--- src/core/ist_pkg.sv ---
package ist_pkg;

    // ------------------------------------------------------------
    // counts and reset values
    // ------------------------------------------------------------
    localparam logic [3:0] CNT_ZERO = 4'h0;
    localparam logic [3:0] CNT_ADDR_LAST = 4'h8;
    localparam logic [3:0] CNT_TX_LAST = 4'h7;
    localparam logic [7:0] BYTE_RESET = 8'h00;
    localparam logic FLAG_RESET = 1'b0;

    // ------------------------------------------------------------
    // types
    // ------------------------------------------------------------
    typedef enum logic [2:0] {
        ST_IDLE,
        ST_ADDR,
        ST_ACK_ADDR,
        ST_HOLD,
        ST_TX,
        ST_TX_ACK
    } ist_state_type;

    typedef struct packed {
        logic rw;
        logic buffer_full_flag;
        logic receive_overflow_flag;
        logic serial_port_interrupt_flag;
        logic clock_release_bit;
    } ist_status_type;

    typedef struct packed {
        logic buf_wr;
        logic buf_rd;
        logic release_clk;
        logic ovf_clr;
        logic irq_clr;
    } ist_cmd_type;

endpackage

--- src/core/ist_slave_tx.sv ---
`timescale 1ns/1ps

// Notes on behaviour
// matched address with read direction sets the read/write status flag
// matched address byte is copied into the serial buffer when acknowledged
// acknowledge on ninth clock, then hold scl low when the read direction is flagged
// software buffer write also loads the shift register
// scl stays held low until software sets the clock release bit
// master watches scl before each new pulse, waiting while stretched
// eight data bits change on falling scl, stable while scl high
// upper seven shifted bits compared with address on eighth falling edge
// acknowledged match sets buffer full, interrupt flag set on ninth falling edge
// buffer full or overflow already set: no acknowledge, buffer untouched
// buffer read clears buffer full; overflow cleared only by software
// sda released during ninth clock after data so master can acknowledge
module ist_slave_tx
    import ist_pkg::*;
#(
    parameter int DEPTH = 2
) (
    // clock and reset
    input wire logic mclk,
    input wire logic rst,
    // i2c pins
    input wire logic scl_i,
    output logic scl_o,
    output logic scl_oe,
    input wire logic sda_i,
    output logic sda_o,
    output logic sda_oe,
    // software side
    input wire ist_cmd_type cmd,
    input wire logic [7:0] wdata,
    input wire logic [6:0] slave_address_register,
    output ist_status_type serial_port_status,
    output logic [7:0] serial_buffer,
    // received address stream
    output logic [7:0] rx_data,
    output logic rx_valid,
    input wire logic rx_ready
);

    // ------------------------------------------------------------
    // parameter check
    // ------------------------------------------------------------
    generate
        if (DEPTH < 2 || (DEPTH & (DEPTH - 1)) != 0) begin : g_bad_depth
            $error("DEPTH must be a power of two, at least 2");
        end
    endgenerate

    localparam int PW = $clog2(DEPTH);
    localparam int CW = $clog2(DEPTH + 1);

    // ------------------------------------------------------------
    // pin synchronisers and edges
    // ------------------------------------------------------------
    logic scl_s1_q, scl_s2_q, scl_s3_q;
    logic sda_s1_q, sda_s2_q, sda_s3_q;

    always_ff @(posedge mclk or posedge rst) begin
        if (rst) begin
            {scl_s1_q, scl_s2_q, scl_s3_q} <= 3'h7;
            {sda_s1_q, sda_s2_q, sda_s3_q} <= 3'h7;
        end else begin
            {scl_s1_q, scl_s2_q, scl_s3_q} <= {scl_i, scl_s1_q, scl_s2_q};
            {sda_s1_q, sda_s2_q, sda_s3_q} <= {sda_i, sda_s1_q, sda_s2_q};
        end
    end

    wire scl_rise = scl_s2_q & ~scl_s3_q;
    wire scl_fall = ~scl_s2_q & scl_s3_q;
    wire start_det = scl_s2_q & scl_s3_q & sda_s3_q & ~sda_s2_q;
    wire stop_det = scl_s2_q & scl_s3_q & ~sda_s3_q & sda_s2_q;

    // ------------------------------------------------------------
    // state and decode
    // ------------------------------------------------------------
    ist_state_type st_q, st_d;
    logic [3:0] cnt_q;
    logic [7:0] shift_q, buf_q;
    logic ack_q, mnack_q, rw_q, full_q, ovf_q, irq_q, rel_q;
    logic fifo_in_ready;

    wire addr_done = (st_q == ST_ADDR) & scl_fall & (cnt_q == CNT_ADDR_LAST);
    wire addr_match = shift_q[7:1] == slave_address_register;
    wire rx_ok = ~full_q & ~ovf_q & fifo_in_ready;
    wire take = addr_done & addr_match & rx_ok;
    wire enter_hold = (st_d == ST_HOLD) & (st_q != ST_HOLD);
    wire enter_tx = (st_d == ST_TX) & (st_q != ST_TX);
    wire ninth_fall = scl_fall & ((st_q == ST_ACK_ADDR) | (st_q == ST_TX_ACK));

    always_comb begin
        st_d = st_q;
        if (start_det) begin
            st_d = ST_ADDR;
        end else if (stop_det) begin
            st_d = ST_IDLE;
        end else begin
            unique case (st_q)
                ST_IDLE: st_d = ST_IDLE;
                ST_ADDR: begin
                    if (addr_done) begin
                        st_d = addr_match ? ST_ACK_ADDR : ST_IDLE;
                    end
                end
                ST_ACK_ADDR: begin
                    if (scl_fall) begin
                        st_d = (ack_q & rw_q) ? ST_HOLD : ST_IDLE;
                    end
                end
                ST_HOLD: begin
                    if (rel_q) begin
                        st_d = ST_TX;
                    end
                end
                ST_TX: begin
                    if (scl_fall && cnt_q == CNT_TX_LAST) begin
                        st_d = ST_TX_ACK;
                    end
                end
                ST_TX_ACK: begin
                    if (scl_fall) begin
                        st_d = mnack_q ? ST_IDLE : ST_HOLD;
                    end
                end
            endcase
        end
    end

    always_ff @(posedge mclk or posedge rst) begin
        if (rst) begin
            st_q <= ST_IDLE;
            cnt_q <= CNT_ZERO;
        end else begin
            st_q <= st_d;
            if (start_det || enter_tx) begin
                cnt_q <= CNT_ZERO;
            end else if ((st_q == ST_ADDR && scl_rise) ||
                         (st_q == ST_TX && scl_fall)) begin
                cnt_q <= cnt_q + 4'h1;
            end
        end
    end

    // ------------------------------------------------------------
    // shift register and buffer
    // ------------------------------------------------------------
    always_ff @(posedge mclk or posedge rst) begin
        if (rst) begin
            shift_q <= BYTE_RESET;
        end else if (cmd.buf_wr) begin
            shift_q <= wdata;
        end else if (st_q == ST_ADDR && scl_rise) begin
            shift_q <= {shift_q[6:0], sda_s2_q};
        end else if (st_q == ST_TX && scl_fall) begin
            shift_q <= {shift_q[6:0], 1'b0};
        end
    end

    always_ff @(posedge mclk or posedge rst) begin
        if (rst) begin
            buf_q <= BYTE_RESET;
        end else if (cmd.buf_wr) begin
            buf_q <= wdata;
        end else if (take) begin
            buf_q <= shift_q;
        end
    end

    // ------------------------------------------------------------
    // flags
    // ------------------------------------------------------------
    always_ff @(posedge mclk or posedge rst) begin
        if (rst) begin
            ack_q <= FLAG_RESET;
            mnack_q <= FLAG_RESET;
            rw_q <= FLAG_RESET;
        end else begin
            if (addr_done) begin
                ack_q <= take;
            end
            if (addr_done && addr_match) begin
                rw_q <= shift_q[0];
            end
            if (st_q == ST_TX_ACK && scl_rise) begin
                mnack_q <= sda_s2_q;
            end
        end
    end

    always_ff @(posedge mclk or posedge rst) begin
        if (rst) begin
            full_q <= FLAG_RESET;
            ovf_q <= FLAG_RESET;
            irq_q <= FLAG_RESET;
            rel_q <= FLAG_RESET;
        end else begin
            full_q <= take | (full_q & ~cmd.buf_rd);
            ovf_q <= (addr_done & addr_match & full_q) |
                     (ovf_q & ~cmd.ovf_clr);
            irq_q <= ninth_fall | (irq_q & ~cmd.irq_clr);
            rel_q <= cmd.release_clk | (rel_q & ~enter_hold);
        end
    end

    // ------------------------------------------------------------
    // pin drive
    // ------------------------------------------------------------
    wire drive_data = (st_q == ST_HOLD) | (st_q == ST_TX);
    assign scl_o = 1'b0;
    assign sda_o = 1'b0;
    assign scl_oe = st_q == ST_HOLD;
    assign sda_oe = ((st_q == ST_ACK_ADDR) & ack_q) |
                    (drive_data & ~shift_q[7]);

    assign serial_port_status = '{rw: rw_q, buffer_full_flag: full_q,
        receive_overflow_flag: ovf_q, serial_port_interrupt_flag: irq_q,
        clock_release_bit: rel_q};
    assign serial_buffer = buf_q;

    // ------------------------------------------------------------
    // DEPTH-entry buffer for matched address bytes
    // ------------------------------------------------------------
    logic [7:0] mem_q [DEPTH];
    logic [PW-1:0] wr_ptr_q, rd_ptr_q;
    logic [CW-1:0] count_q;
    wire pop = rx_valid & rx_ready;

    assign fifo_in_ready = count_q != CW'(DEPTH);
    assign rx_valid = count_q != '0;
    assign rx_data = mem_q[rd_ptr_q];

    always_ff @(posedge mclk) begin
        if (take) begin
            mem_q[wr_ptr_q] <= shift_q;
        end
    end

    always_ff @(posedge mclk or posedge rst) begin
        if (rst) begin
            wr_ptr_q <= '0;
            rd_ptr_q <= '0;
            count_q <= '0;
        end else begin
            wr_ptr_q <= wr_ptr_q + PW'(take);
            rd_ptr_q <= rd_ptr_q + PW'(pop);
            count_q <= count_q + CW'(take) - CW'(pop);
        end
    end
endmodule // ist_slave_tx

--- config.mk ---
export PLATFORM = sky130hd
export DESIGN_NAME = ist_slave_tx
export DESIGN_NICKNAME = d
export VERILOG_FILES = /design/src/core/ist_pkg.sv /design/src/core/ist_slave_tx.sv
export SDC_FILE = /design/constraint.sdc
export NUM_CORES = 1
export LEC_CHECK = 0
export ABC_CLOCK_PERIOD_IN_PS = 6750
export BUFFER_PORTS_ARGS = -buffer_cell sky130_fd_sc_hd__buf_2
export CAP_MARGIN = 20
export CORE_MARGIN = 2
export CORE_UTILIZATION = 35
export DETAILED_ROUTE_END_ITERATION = 16
export PLACE_DENSITY = 0.63
export SLEW_MARGIN = 20
export SYNTH_ARGS = -nofsm -noshare
export SYNTH_HDL_FRONTEND = slang
export SYNTH_SLANG_ARGS = --single-unit
export TNS_END_PERCENT = 30
--- constraint.sdc ---
create_clock -name mclk -period 6.75 [get_ports mclk]
set_clock_uncertainty 0.15 [all_clocks]
set_input_delay 1.6875 -clock mclk [delete_from_list [all_inputs] [get_ports mclk]]
set_output_delay 1.6875 -clock mclk [all_outputs]
set_load 0.01 [all_outputs]
======== Word level (Yosys, flattened, before mapping) ========
Memories as Yosys holds them, arrays and structs flattened.
Cells that the tools add are included.
word-level totals
  flip-flop bits (word level) ............. 40
  memory bits (writable) .................. 16
  input port bits ......................... 25
  output and inout port bits .............. 26
  logic and storage cells ................. 114
  memories ................................ 1
cells by class
  add/subtract/negate cells ............... 5
  eq/ne operators ......................... 13
  muxes and demuxes ....................... 20
  bitwise operators ....................... 43
  reductions and logical operators ........ 12
memories
  memory  depth  width  rd ports  clocked after Yosys merged registers in  write ports  RTL line             RTL
  mem_q   2      8      1         0                                        1            ist_slave_tx.sv:225  logic [7:0] mem_q [DEPTH];
operators by type and width
  operator                                                                 number
  8-bit two-way mux                                                        5
  1-bit bitwise AND                                                        25
  3-bit two-way mux                                                        7
  3-bit one-hot mux with 6 select lines                                    1
  1-bit inverter                                                           11
  3-bit by 2-bit == test with 1-bit output, second input constant          3
  3-bit == test, second input constant                                     3
  4-bit two-way mux                                                        2
  7-bit == test                                                            1
  1-bit OR                                                                 7
  2-bit two-way mux                                                        3
  2-bit nonzero test                                                       3
  1-bit logical AND                                                        5
  4-bit by 1-bit adder with 4-bit output, second input constant            1
  4-bit by 3-bit == test with 1-bit output, second input constant          1
  4-bit == test, second input constant                                     1
  3-bit by 1-bit == test with 1-bit output, second input constant          1
  3-bit logical NOT                                                        1
  3-bit by 2-bit inequality test with 1-bit output, second input constant  1
  3-bit inequality test, second input constant                             1
  3-bit nonzero test                                                       1
  1-bit adder                                                              2
  2-bit by 1-bit adder with 2-bit output                                   1
  1-bit logical OR                                                         2
  3 further kinds                                                          4

======== Depth between registers and ports, before layout ========
Gate-level depths: netlist (run 1).
  depth after elaboration ................. 13
  gate-level depth with buffers ........... 9
  mapped depth without buffers ............ 9

======== Least setup slack after synthesis (run 1) ========
Ideal clock, no wire load.
  kind .................................... in2reg
  from .................................... input port slave_address_register[0]
  to ...................................... memory mem_q[0][0], enable pin
  library setup time ...................... 0.332 ns
  arrival time ............................ 2.871 ns
  required time ........................... 6.268 ns
  slack ................................... 3.398 ns
  cell stages on the path ................. 5
  buffers on the path ..................... 0
  cells stage by stage .................... xor2_1 > nor3_1 > nor4b_4 > and3_2 > ha_1
on the way
  longest elaborated chain between the ends .. 5
RTL lines
  what                                     RTL line             RTL
  start: declaration                       ist_slave_tx.sv:34   input wire logic [6:0] slave_address_register,
  7-bit == test                            ist_slave_tx.sv:86   wire addr_match = shift_q[7:1] == slave_address_register;
  1-bit bitwise AND (2 in a row)           ist_slave_tx.sv:88   wire take = addr_done & addr_match & rx_ok;
  net take                                 ist_slave_tx.sv:88
  1-bit two-way mux                        ist_slave_tx.sv:235  if (take) begin
  1-bit two-way mux (implied by the code)  ist_slave_tx.sv:236  mem_q[wr_ptr_q] <= shift_q;
  end: declaration                         ist_slave_tx.sv:225
The timed path passes the listed nets, and every way through them passes these cells.

======== Worst setup path in the final report (run 1) ========
  from .................................... input port slave_address_register[4]
  to ...................................... memory mem_q[0][2], enable pin
Same word-level chain as after synthesis.

==> summary.txt, run 1 <==
Yosys
  • Syn Area/Cell: 12.14 um2
  • Seq cells post-synth: 56
  • Synth warn: 0
  • Main synth FF type: dfrtp_1
  • Post-Syn Area: 2733 um2
  • EDFF count, synth: 16
  • Cell count after synthesis: 225
  • Yosys top cell by area: dfrtp_1
  • Synth top area share: 0.3114
  • Synth cell types: 53
  • Asr flop ratio synth: 0.7143
  • Synth area leaders: dfrtp_1 (31%), edfxtp_1 (18%), mux2i_1 (5.9%), dfstp_2 (5.8%), a21oi_1 (4.6%)
  • Sequential fraction of the synthesis area: 0.5449
  • Synth cell count leaders: dfrtp_1 (34), a21oi_1 (25), edfxtp_1 (16), mux2i_1 (16), inv_1 (15)
  • Top-count cell post-synth: dfrtp_1

Floorplan
  • Die span in x: 92.36 um
  • Die H: 92.36 um
  • Core area: 7647 um2
  • Ports: 51
  • Starting Density: 0.3573
  • Row cnt: 32
  • Die area: 8530 um2

Worst setup path
  • Critical Path End Type: flop
  • R2r startpoint: st_q[0]
  • Reg2Reg Depth: 5
  • Worst Path Arrival: 3.25 ns
  • Critical Path Start Type: input port
  • R2R Path End: serial_buffer[4]
  • Critical path peak fanout: 8
  • WS Path Type: input port to flop
  • CP Data Required Time: 6.60 ns
  • Reg2reg setup slack: 4.13 ns

Pwr
  • Power, Total: 0.7541 mW
  • Peak VDD IR: 0.08228 mV
  • Comb power frac: 0.191
  • Internal power: 0.5280 mW
  • Flop pwr share: 0.553
  • PwrDens: 242.6 nW/um2
  • Net Switching: 0.2262 mW
  • Leakage: 1.348 nW
  • Clock power share: 0.256
  • Switching share of power: 0.2999

Clock network
  • Clk_lat worst skew: 0.32 ns
  • Post-CTS setup buffers: 0
  • CTS tree: built
  • H-tree Lvls: 2
  • CTS Sinks: 56
  • Clock root buffer: clkbuf_8
  • # hold bufs at CTS: 0
  • Post-cts gate resize count: 0
  • CTS Buffer Depth: 2
  • Clock transition at the registers of the reported paths: 0.11 ns
  • Num CTS Buffers: 5

Route
  • WL/cell: 14.92 um
  • Via count: 1775
  • Drt total wl: 5520 um
  • Initial drt markers: 74
  • Pre-antenna DRT Iters: 4
  • Detail Route Antenna Nets: 0
  • Drt drc: 0
  • Vias per inst: 4.797

Finish
  • Register area: 1489 um2
  • # fillers: 769
  • Layout Nets: 298
  • Multi-input gate area: 1085 um2
  • Area delta synth->final: 13.74%
  • Layout cells sized above 1: 0.3246
  • ANT cells: 0

Timing
  • Final hold violation count: 0
  • Worst slew margin: 0.5111
  • Peak Freq: 293.8 MHz
  • PnR worst setup slack: 3.346 ns
  • Final hold slack: 0.2115 ns
  • RSZ-0062 raised after global routing: no
  • Setup TNS: 0 ns
  • Period utilization: 0.5043
  • Worst-Margin Slew: 0.7311 ns
  • Final setup vio count: 0
  • Crit path time final: 3.404 ns
  • Slew Viols, Final: 0

Global routing
  • Global-route wire length before repair: 8990 um
  • Vias in the first global route: 1743
  • GRT overflow: 0
  • Largest net degree at the start of global routing: 41
  • Initial antenna violation count: 0
  • GRT Total Usage: 0.1361

Place
  • Post-DP HPWL: 3991 um
  • GPL Wtd Cong: 0.7500
  • IO buf count: 48
  • Dpl ws: 2.947 ns

Worst hold path
  • HP Class: flop to flop
  • HP Start: sda_s1_q
  • Hold Crit Depth: 0
  • Hold Path End: sda_s2_q

Outcome
  • Status: completed

Run
  • Max-Cap Viols: 0
-- registers in the layout (all words and copies together) (netlist names) --
| name | flops |
|---|---|
| sda_s2_q | 1 |
| mem_q | 16 |
| scl_s1_q | 1 |
| rw_q | 1 |
| ack_q | 1 |
| sda_s1_q | 1 |
| scl_s3_q | 1 |
| rd_ptr_q | 1 |
| full_q | 1 |
| shift_q | 8 |
| scl_s2_q | 1 |
| ovf_q | 1 |
| st_q | 3 |
| rel_q | 1 |
| cnt_q | 4 |
| count_q | 2 |
| mnack_q | 1 |
| wr_ptr_q | 1 |
| sda_s3_q | 1 |
| serial_buffer | 8 |
| irq_q | 1 |
-- cells in the final DEF (no fill, tap or decap), types with 2 or more instances in the layout --
master / instances
nand4_1: 2
buf_4: 2
mux2i_1: 16
o21ai_0: 9
a32oi_1: 2
nor3_1: 2
nand2b_1: 2
nand3b_1: 4
edfxtp_1: 16
nand4bb_1: 2
xor2_1: 11
dfstp_2: 6
nor2_1: 9
and3_2: 2
clkinvlp_4: 2
nand2_1: 4
a21oi_1: 25
ha_1: 6
nor2b_1: 2
mux2_2: 9
inv_1: 15
xnor2_1: 3
conb_1: 2
buf_2: 48
dfrtp_1: 34
clkbuf_8: 5
-- logic make-up (layout without fill, tap and decap cells) --
| group | Yosys count | after routing | share of synthesized area |
|---|---|---|---|
| flip-flops | 56 | 56 | 0.5449 |
| AND/OR/NAND/NOR | 44 | 44 | 0.1177 |
| XOR/XNOR | 14 | 14 | 0.04487 |
| adder cells (fa/ha/maj) | 6 | 6 | 0.02747 |
| AO/OA/AOI/OAI | 47 | 47 | 0.1030 |
| other | 1 | 2 | 0.001372 |
| buffers and inverters | 31 | 73 | 0.05952 |
| multiplexers | 26 | 26 | 0.1012 |
-- stage by stage --
stage,cells,instance area (um2),util
after floorplan,226,2736,-
after global placement,362,3013,0.3940
after detailed placement,362,3013,0.3940
after CTS,370,3108,0.4064
after global routing,370,3108,0.4064
final,370,3108,0.4064
-- power by group through the flow --
stage / clock, mW / combinational, mW / sequential [mW]
floorplan: 0 / 0.114 / 0.405
global placement: 0 / 0.143 / 0.423
detailed placement: 0 / 0.146 / 0.424
CTS: 0.200 / 0.147 / 0.418
global route: 0.211 / 0.162 / 0.422
finish: 0.193 / 0.144 / 0.417
-- worst max-delay path: stages --
cell	delay, ns
buf_2	0.11
xor2_1	0.16
nor3_1	0.32
nor4b_4	0.32
and3_2	0.27
ha_1	0.39
-- layer usage --
layer  track usage  part of all wire  vias up  routed length [um]
li1              -                 -      874                   -
met1        0.1958              0.50      850                2758
met5             0                 0        -                   0
met2        0.2032              0.44       43                2440
met4       0.05224             0.015        0                  85
met3       0.02685             0.043        8                 235
-- area by class of cell --
type,instances,area share
Multi-Input combinational cell,139,0.3490
Clock buffer,5,0.02214
Clock inverter,3,0.008454
Sequential cell,56,0.4791
Inverter,15,0.01812
Tap cell,102,0.04106
Timing Repair Buffer,50,0.08213
-- how the worst max path moves through the flow --
stage                              start  slack [ns]           to
2_1_floorplan  slave_address_register[0]        3.40  mem_q[0][0]
4_1_cts        slave_address_register[4]        3.30  mem_q[0][7]
3_5_place_dp   slave_address_register[4]        2.95  mem_q[0][1]
5_1_grt                          st_q[1]        3.22       sda_oe
3_3_place_gp   slave_address_register[0]        3.02  mem_q[0][1]
6_report       slave_address_register[4]        3.35  mem_q[0][2]
(Power assumes the default switching activity.)
==> run 2: changes to the inputs <==
Settings changed: ABC_CLOCK_PERIOD_IN_PS 6750 to 2900, PLACE_DENSITY 0.63 to 0.65.
Clock period 6.75 ns to 2.9 ns, I/O delays scaled along.
==> summary.txt, run 2 (synthesis results as in run 1) <==
Global routing
  • Initial antenna violation count: 0 (unchanged)
  • Largest net degree at the start of global routing: 41 (unchanged)
  • GRT Total Usage: 0.1325 (-0.003555)
  • Global-route wire length before repair: 8763 um (-2.5%)
  • Vias in the first global route: 1772 (+1.7%)
  • GRT overflow: 0 (unchanged)

Clock network
  • Clock root buffer: clkbuf_8
  • Clock transition at the registers of the reported paths: 0.10 ns (about the same)
  • # hold bufs at CTS: 0 (unchanged)
  • Clk_lat worst skew: 0.31 ns (about the same)
  • H-tree Lvls: 2 (unchanged)
  • CTS tree: built
  • CTS Sinks: 56 (unchanged)
  • Num CTS Buffers: 5 (unchanged)
  • Post-CTS setup buffers: 0 (unchanged)
  • CTS Buffer Depth: 2 (unchanged)
  • Post-cts gate resize count: 0 (unchanged)

Route
  • Initial drt markers: 81 (+9.5%)
  • Vias per inst: 4.779 (-0.38%)
  • Drt drc: 0 (unchanged)
  • Detail Route Antenna Nets: 0 (unchanged)
  • WL/cell: 14.26 um (-4.4%)
  • Via count: 1773 (-0.11%)
  • Pre-antenna DRT Iters: 4 (unchanged)
  • Drt total wl: 5292 um (-4.1%)

Pwr
  • Peak VDD IR: 0.2082 mV (+150%)
  • Internal power: 1.229 mW (+130%)
  • Switching share of power: 0.2931 (-0.006753)
  • Comb power frac: 0.190 (about the same)
  • Flop pwr share: 0.557 (+0.004)
  • Leakage: 1.357 nW (+0.60%)
  • Clock power share: 0.252 (-0.004)
  • PwrDens: 558.0 nW/um2 (+130%)
  • Net Switching: 0.5098 mW (+130%)

Timing
  • Period utilization: 0.8701
  • RSZ-0062 raised after global routing: no
  • Crit path time final: 2.523 ns
  • Slew Viols, Final: 0 (unchanged)
  • Setup TNS: 0 ns (unchanged)
  • Worst slew margin: 0.5296 (+0.01850)
  • Worst-Margin Slew: 0.7048 ns (-0.02634 ns)
  • Final hold violation count: 0 (unchanged)
  • Final setup vio count: 0 (unchanged)
  • Peak Freq: 396.3 MHz
  • Final hold slack: 0.2113 ns (-0.0002180 ns)

Worst setup path
  • WS Path Type: flop to flop
  • Top delay family on crit path: simple AND/OR/NAND/NOR gates
  • R2r startpoint: cnt_q[0]
  • CP Data Required Time: 2.74 ns (-3.86 ns)
  • Critical Path End Type: flop
  • Reg2Reg Depth: 7 (+2)
  • CP max-delay cell: dfrtp_1
  • R2R Path End: mem_q[0][2]
  • CP Cell Sequence: inv_1, ha_1, nand4b_4, or2_4, nor4b_4, and3_2, ha_1
  • Critical path depth in cells: 7 (+1)
  • Reg2reg setup slack: 0.38 ns (-3.75 ns)
  • Critical Path Start Type: flop
  • Worst Path Arrival: 2.36 ns (-0.89 ns)
  • Most used cell, CP: ha_1
  • Critical path peak fanout: 8 (unchanged)
  • Max incr delay on CP: 0.44 ns (+0.05 ns)
  • Worst Path Buf+Inv: 1 (unchanged)

Floorplan
  • Ports: 51 (unchanged)
  • Row cnt: 32 (unchanged)
  • Die area: 8530 um2 (unchanged)
  • Starting Density: 0.3573 (unchanged)
  • Die span in x: 92.36 um (unchanged)
  • Core area: 7647 um2 (unchanged)
  • Die H: 92.36 um (unchanged)

Place
  • IO buf count: 48 (unchanged)
  • GPL Wtd Cong: 0.7979 (+6.4%)
  • Post-DP HPWL: 3882 um (-2.7%)

Worst hold path
  • Hold Crit Depth: 0 (unchanged)
  • HP Start: scl_s1_q
  • Hold Path End: scl_s2_q
  • HP Class: flop to flop

Finish
  • Multi-input gate area: 1085 um2 (unchanged)
  • Most frequent cells in the layout: buf_2 (48), dfrtp_1 (34), a21oi_1 (25)
  • Area delta synth->final: 14.06%
  • ANT cells: 0 (unchanged)
  • Largest Register: mem_q
  • # fillers: 765 (-0.52%)
  • Register area: 1489 um2 (unchanged)
  • Commonest non-fill, non-tap cell in the layout: buf_2
  • Layout Nets: 299 (+0.34%)
  • Layout cells sized above 1: 0.3271 (+0.002511)
  • Largest register FFs: 16 (unchanged)

Run
  • Max-Cap Viols: 0 (unchanged)

Outcome
  • Status: completed
run 2: cell count changes in the layout (fill, tap and decap cells not counted):
cell        before  now
clkinv_4         0    1
buf_4            2    3
clkinvlp_4       2    1
run 2: power by group through the flow:
stage / logic, mW / registers (mW) / clock network (mW)
floorplan: 0.265 / 0.942 / 0
global placement: 0.331 / 0.983 / 0
global route: 0.372 / 0.980 / 0.491
finish: 0.331 / 0.969 / 0.439
detailed placement: 0.339 / 0.987 / 0
CTS: 0.341 / 0.971 / 0.455
run 2: stage by stage:
stage | util | instance area [um2] | total power [mW] | worst slack, ns | instances
3_3_place_gp | 0.3950 | 3020 | 1.314 | 0.1144 | 363
6_report | 0.4076 | 3117 | 1.739 | 0.3767 | 371
3_5_place_dp | 0.3950 | 3020 | 1.326 | 0.05633 | 363
5_1_grt | 0.4076 | 3117 | 1.844 | 0.2116 | 371
2_1_floorplan | - | 2736 | 1.206 | 0.5101 | 226
4_1_cts | 0.4076 | 3117 | 1.767 | 0.3542 | 371
run 2: metal layers:
layer  routed length, um  track usage  vias to the layer above  share of wire
li1                    -            -                      874              -
met1                2490       0.1815                      851           0.47
met2                2482       0.2050                       40           0.47
met3                 204      0.02848                        8          0.039
met4                 114      0.05348                        0          0.022
met5                   0            0                        -              0
run 2: cell type report:
| class | instances | area share |
|---|---|---|
| sequential | 56 | 0.4777 |
| timing repair buffer | 51 | 0.08430 |
| multi-input combinational | 139 | 0.3481 |
| clock buffer | 5 | 0.02208 |
| inverter | 15 | 0.01807 |
| clock inverter | 3 | 0.008832 |
| tap | 102 | 0.04095 |
run 2: how the worst max path moves through the flow:
stage / start / end / slack (ns)
final: cnt_q[0] / mem_q[0][2] / 0.38
after global routing: cnt_q[0] / mem_q[0][4] / 0.21
after CTS: cnt_q[0] / mem_q[0][2] / 0.35
after detailed placement: slave_address_register[0] / mem_q[0][2] / 0.06
after global placement: slave_address_register[0] / mem_q[0][2] / 0.11
after floorplan: slave_address_register[0] / mem_q[0][0] / 0.51
==> run 3: changes to the inputs <==
Settings changed: ABC_AREA from default to 1.
==> summary.txt, run 3 <==
Pwr
  • Comb power frac: 0.240 (+0.050)
  • PwrDens: 592.3 nW/um2 (+6.1%)
  • Internal power: 1.251 mW (+1.7%)
  • Flop pwr share: 0.528 (-0.029)
  • Leakage: 1.564 nW (+15%)
  • Clock power share: 0.232 (-0.020)
  • Net Switching: 0.6072 mW (+19%)
  • Power, Total: 1.858 mW (+6.8%)
  • Peak VDD IR: 0.2731 mV (+31%)
  • Switching share of power: 0.3268 (+0.03369)

Route
  • WL/cell: 12.40 um (-13%)
  • Drt drc: 0 (unchanged)
  • Drt total wl: 5727 um (+8.2%)
  • Pre-antenna DRT Iters: 4 (unchanged)
  • Detail Route Antenna Nets: 0 (unchanged)
  • Initial drt markers: 115 (+42%)
  • Via count: 2104 (+19%)
  • Vias per inst: 4.554 (-4.7%)

Yosys
  • Synth cell types: 33 (-38%)
  • Sequential fraction of the synthesis area: 0.5426 (-0.002236)
  • Post-Syn Area: 2744 um2 (+0.41%)
  • Seq cells post-synth: 56 (unchanged)
  • Synth warn: 0 (unchanged)
  • Synth area leaders: dfrtp_1 (31%), edfxtp_1 (18%), nand2_1 (14%), dfstp_2 (5.7%), inv_1 (5.2%)
  • Main synth FF type: dfrtp_1
  • Synth cell count leaders: nand2_1 (100), inv_1 (38), dfrtp_1 (34), nand3_1 (23), nor2_1 (20)
  • Asr flop ratio synth: 0.7143 (unchanged)
  • Syn Area/Cell: 8.738 um2 (-28%)
  • Top-count cell post-synth: nand2_1
  • EDFF count, synth: 16 (unchanged)
  • Cell count after synthesis: 314 (+40%)
  • Yosys top cell by area: dfrtp_1
  • Synth top area share: 0.3101 (-0.001278)

Outcome
  • Status: completed

Timing
  • Final setup vio count: 0 (unchanged)
  • Worst-Margin Slew: 0.5019 ns (-0.2028 ns)
  • Crit path time final: 2.427 ns (-0.09592 ns)
  • Slew Viols, Final: 0 (unchanged)
  • Period utilization: 0.8370 (-0.03307)
  • Worst slew margin: 0.6654 (+0.1357)
  • Setup TNS: 0 ns (unchanged)
  • RSZ-0062 raised after global routing: no
  • Peak Freq: 412.0 MHz (+4.0%)
  • Final hold violation count: 0 (unchanged)

Floorplan
  • Ports: 51 (unchanged)
  • Row cnt: 32 (unchanged)
  • Die span in x: 92.54 um (+0.19%)
  • Starting Density: 0.3588 (+0.001473)
  • Die area: 8564 um2 (+0.39%)
  • Core area: 7647 um2 (unchanged)
  • Die H: 92.54 um (+0.19%)

Place
  • Post-DP HPWL: 4379 um (+13%)
  • IO buf count: 48 (unchanged)
  • Placed inst area: 3045 um2 (+0.83%)
  • GPL Wtd Cong: 0.8486 (+6.4%)

Worst setup path
  • CP max-delay cell: dfrtp_1
  • CP Cell Sequence: inv_1, nand2_4, nor2_2, nor2_1, o21ai_0, buf_2
  • Critical path peak fanout: 4 (-4)
  • Critical Path End Type: output pin
  • CP Data Required Time: 2.03 ns (-0.71 ns)
  • WS Path Type: flop to output pin
  • Critical Path Start Type: flop
  • Reg2reg setup slack: 0.74 ns (+0.36 ns)
  • Worst Path Arrival: 1.55 ns (-0.81 ns)
  • Max incr delay on CP: 0.42 ns (-0.02 ns)

Finish
  • Post-layout util: 0.4102 (+0.002618)
  • Most frequent cells in the layout: nand2_1 (100), buf_2 (48), inv_1 (38)
  • Layout cells sized above 1: 0.2139 (-0.1132)
  • Commonest non-fill, non-tap cell in the layout: nand2_1
  • Largest register FFs: 16 (unchanged)
  • Fin area: 3137 um2 (+0.64%)
  • ANT cells: 0 (unchanged)
  • Largest Register: mem_q
  • Layout Nets: 390 (+30%)
  • Area delta synth->final: 14.32%

Clock network
  • Clock transition at the registers of the reported paths: 0.10 ns (about the same)
  • H-tree Lvls: 2 (unchanged)
  • Clk_lat worst skew: 0.31 ns (about the same)
  • CTS Buffer Depth: 2 (unchanged)
  • Post-CTS setup buffers: 0 (unchanged)
  • Clock root buffer: clkbuf_8
  • Num CTS Buffers: 5 (unchanged)
  • Post-cts gate resize count: 0 (unchanged)
  • CTS tree: built
  • CTS Sinks: 56 (unchanged)
  • # hold bufs at CTS: 0 (unchanged)

Global routing
  • Global-route wire length before repair: 9363 um (+6.8%)
  • Initial antenna violation count: 0 (unchanged)
  • Vias in the first global route: 2045 (+15%)
  • Grt met2 use: 0.2464 (+0.04136)
  • GRT Total Usage: 0.1401 (+0.007636)
  • Met1 usage: 0.1696 (-0.01189)
  • Met3 usage: 0.02848 (unchanged)
  • Largest net degree at the start of global routing: 41 (unchanged)
  • GRT busiest layer: met2
  • GRT overflow: 0 (unchanged)

Run
  • Max-Cap Viols: 0 (unchanged)

Worst hold path
  • HP Class: flop to flop
run 3: changes by cell type after synthesis, sizes merged, moves of 7 or more:
cell and change:
inv +25, mux2 -10, nand3 +22, mux2i -16, nand2 +100, nor2 +15, o21ai +7, xor2 -7
a21oi -24
run 3: cells by family (layout without fill, tap and decap cells):
kind of cell / after synthesis / count (layout) / share of synthesized area
AOI/OAI and AO/OA: 28 / 28 / 0.05974
and+or+nand+nor: 158 / 158 / 0.2467
DFF: 56 / 56 / 0.5426
xor gates and xnor gates: 11 / 11 / 0.03511
other: 1 / 2 / 0.001367
buffers and inverters: 54 / 99 / 0.08710
adders and majority gates: 6 / 6 / 0.02736
run 3: layout make-up:
class                      count  area, um2
clock inverter                 3      22.52
tap                          102      127.6
fill                         797       4511
sequential                    56       1489
timing repair buffer          50      255.2
inverter                      41      153.9
clock buffer                   5      68.82
multi-input combinational    205       1020
run 3: worst max-delay path: cells and delay by family (launching register included):
| kind | cells | cell delay, ns |
|---|---|---|
| AO/OA/AOI/OAI | 1 | 0.22 |
| buffers and inverters | 2 | 0.29 |
| flip-flops | 1 | 0.42 |
| AND/OR/NAND/NOR | 3 | 0.32 |
run 3: final timing paths:
path	startpoint	endpoint	cells past startpoint
max in group asynchronous	rst	scl_s1_q	3
min reg2reg	sda_s1_q	sda_s2_q	0
max reg2reg	cnt_q[0]	mem_q[1][7]	9
max	st_q[2]	sda_oe	6
min	sda_s1_q	sda_s2_q	0
min in group asynchronous	rst	shift_q[3]	3
run 3: routing by layer:
layer  vias up  part of all wire
li1       1076                 -
met1       973              0.44
met2        46              0.51
met3         9             0.037
met4         0             0.015
met5         -                 0
run 3: power groups by stage:
| stage | registers, mW | clock network [mW] | logic (mW) |
|---|---|---|---|
| finish | 0.981 | 0.430 | 0.446 |
| global route | 0.994 | 0.476 | 0.519 |
| CTS | 0.981 | 0.443 | 0.456 |
| detailed placement | 0.997 | 0 | 0.454 |
| global placement | 0.994 | 0 | 0.442 |
| floorplan | 0.967 | 0 | 0.324 |
run 3: metrics by stage:
| step | setup WS, ns | hold WS (ns) | std cells |
|---|---|---|---|
| finish | 0.4726 | 0.2100 | 462 |
| global route | 0.2176 | 0.2156 | 462 |
| CTS | 0.4623 | 0.2113 | 462 |
| detailed placement | 0.4205 | 0.1970 | 454 |
| global placement | 0.4572 | 0.1957 | 454 |
| floorplan | 0.5648 | 0.1952 | 315 |
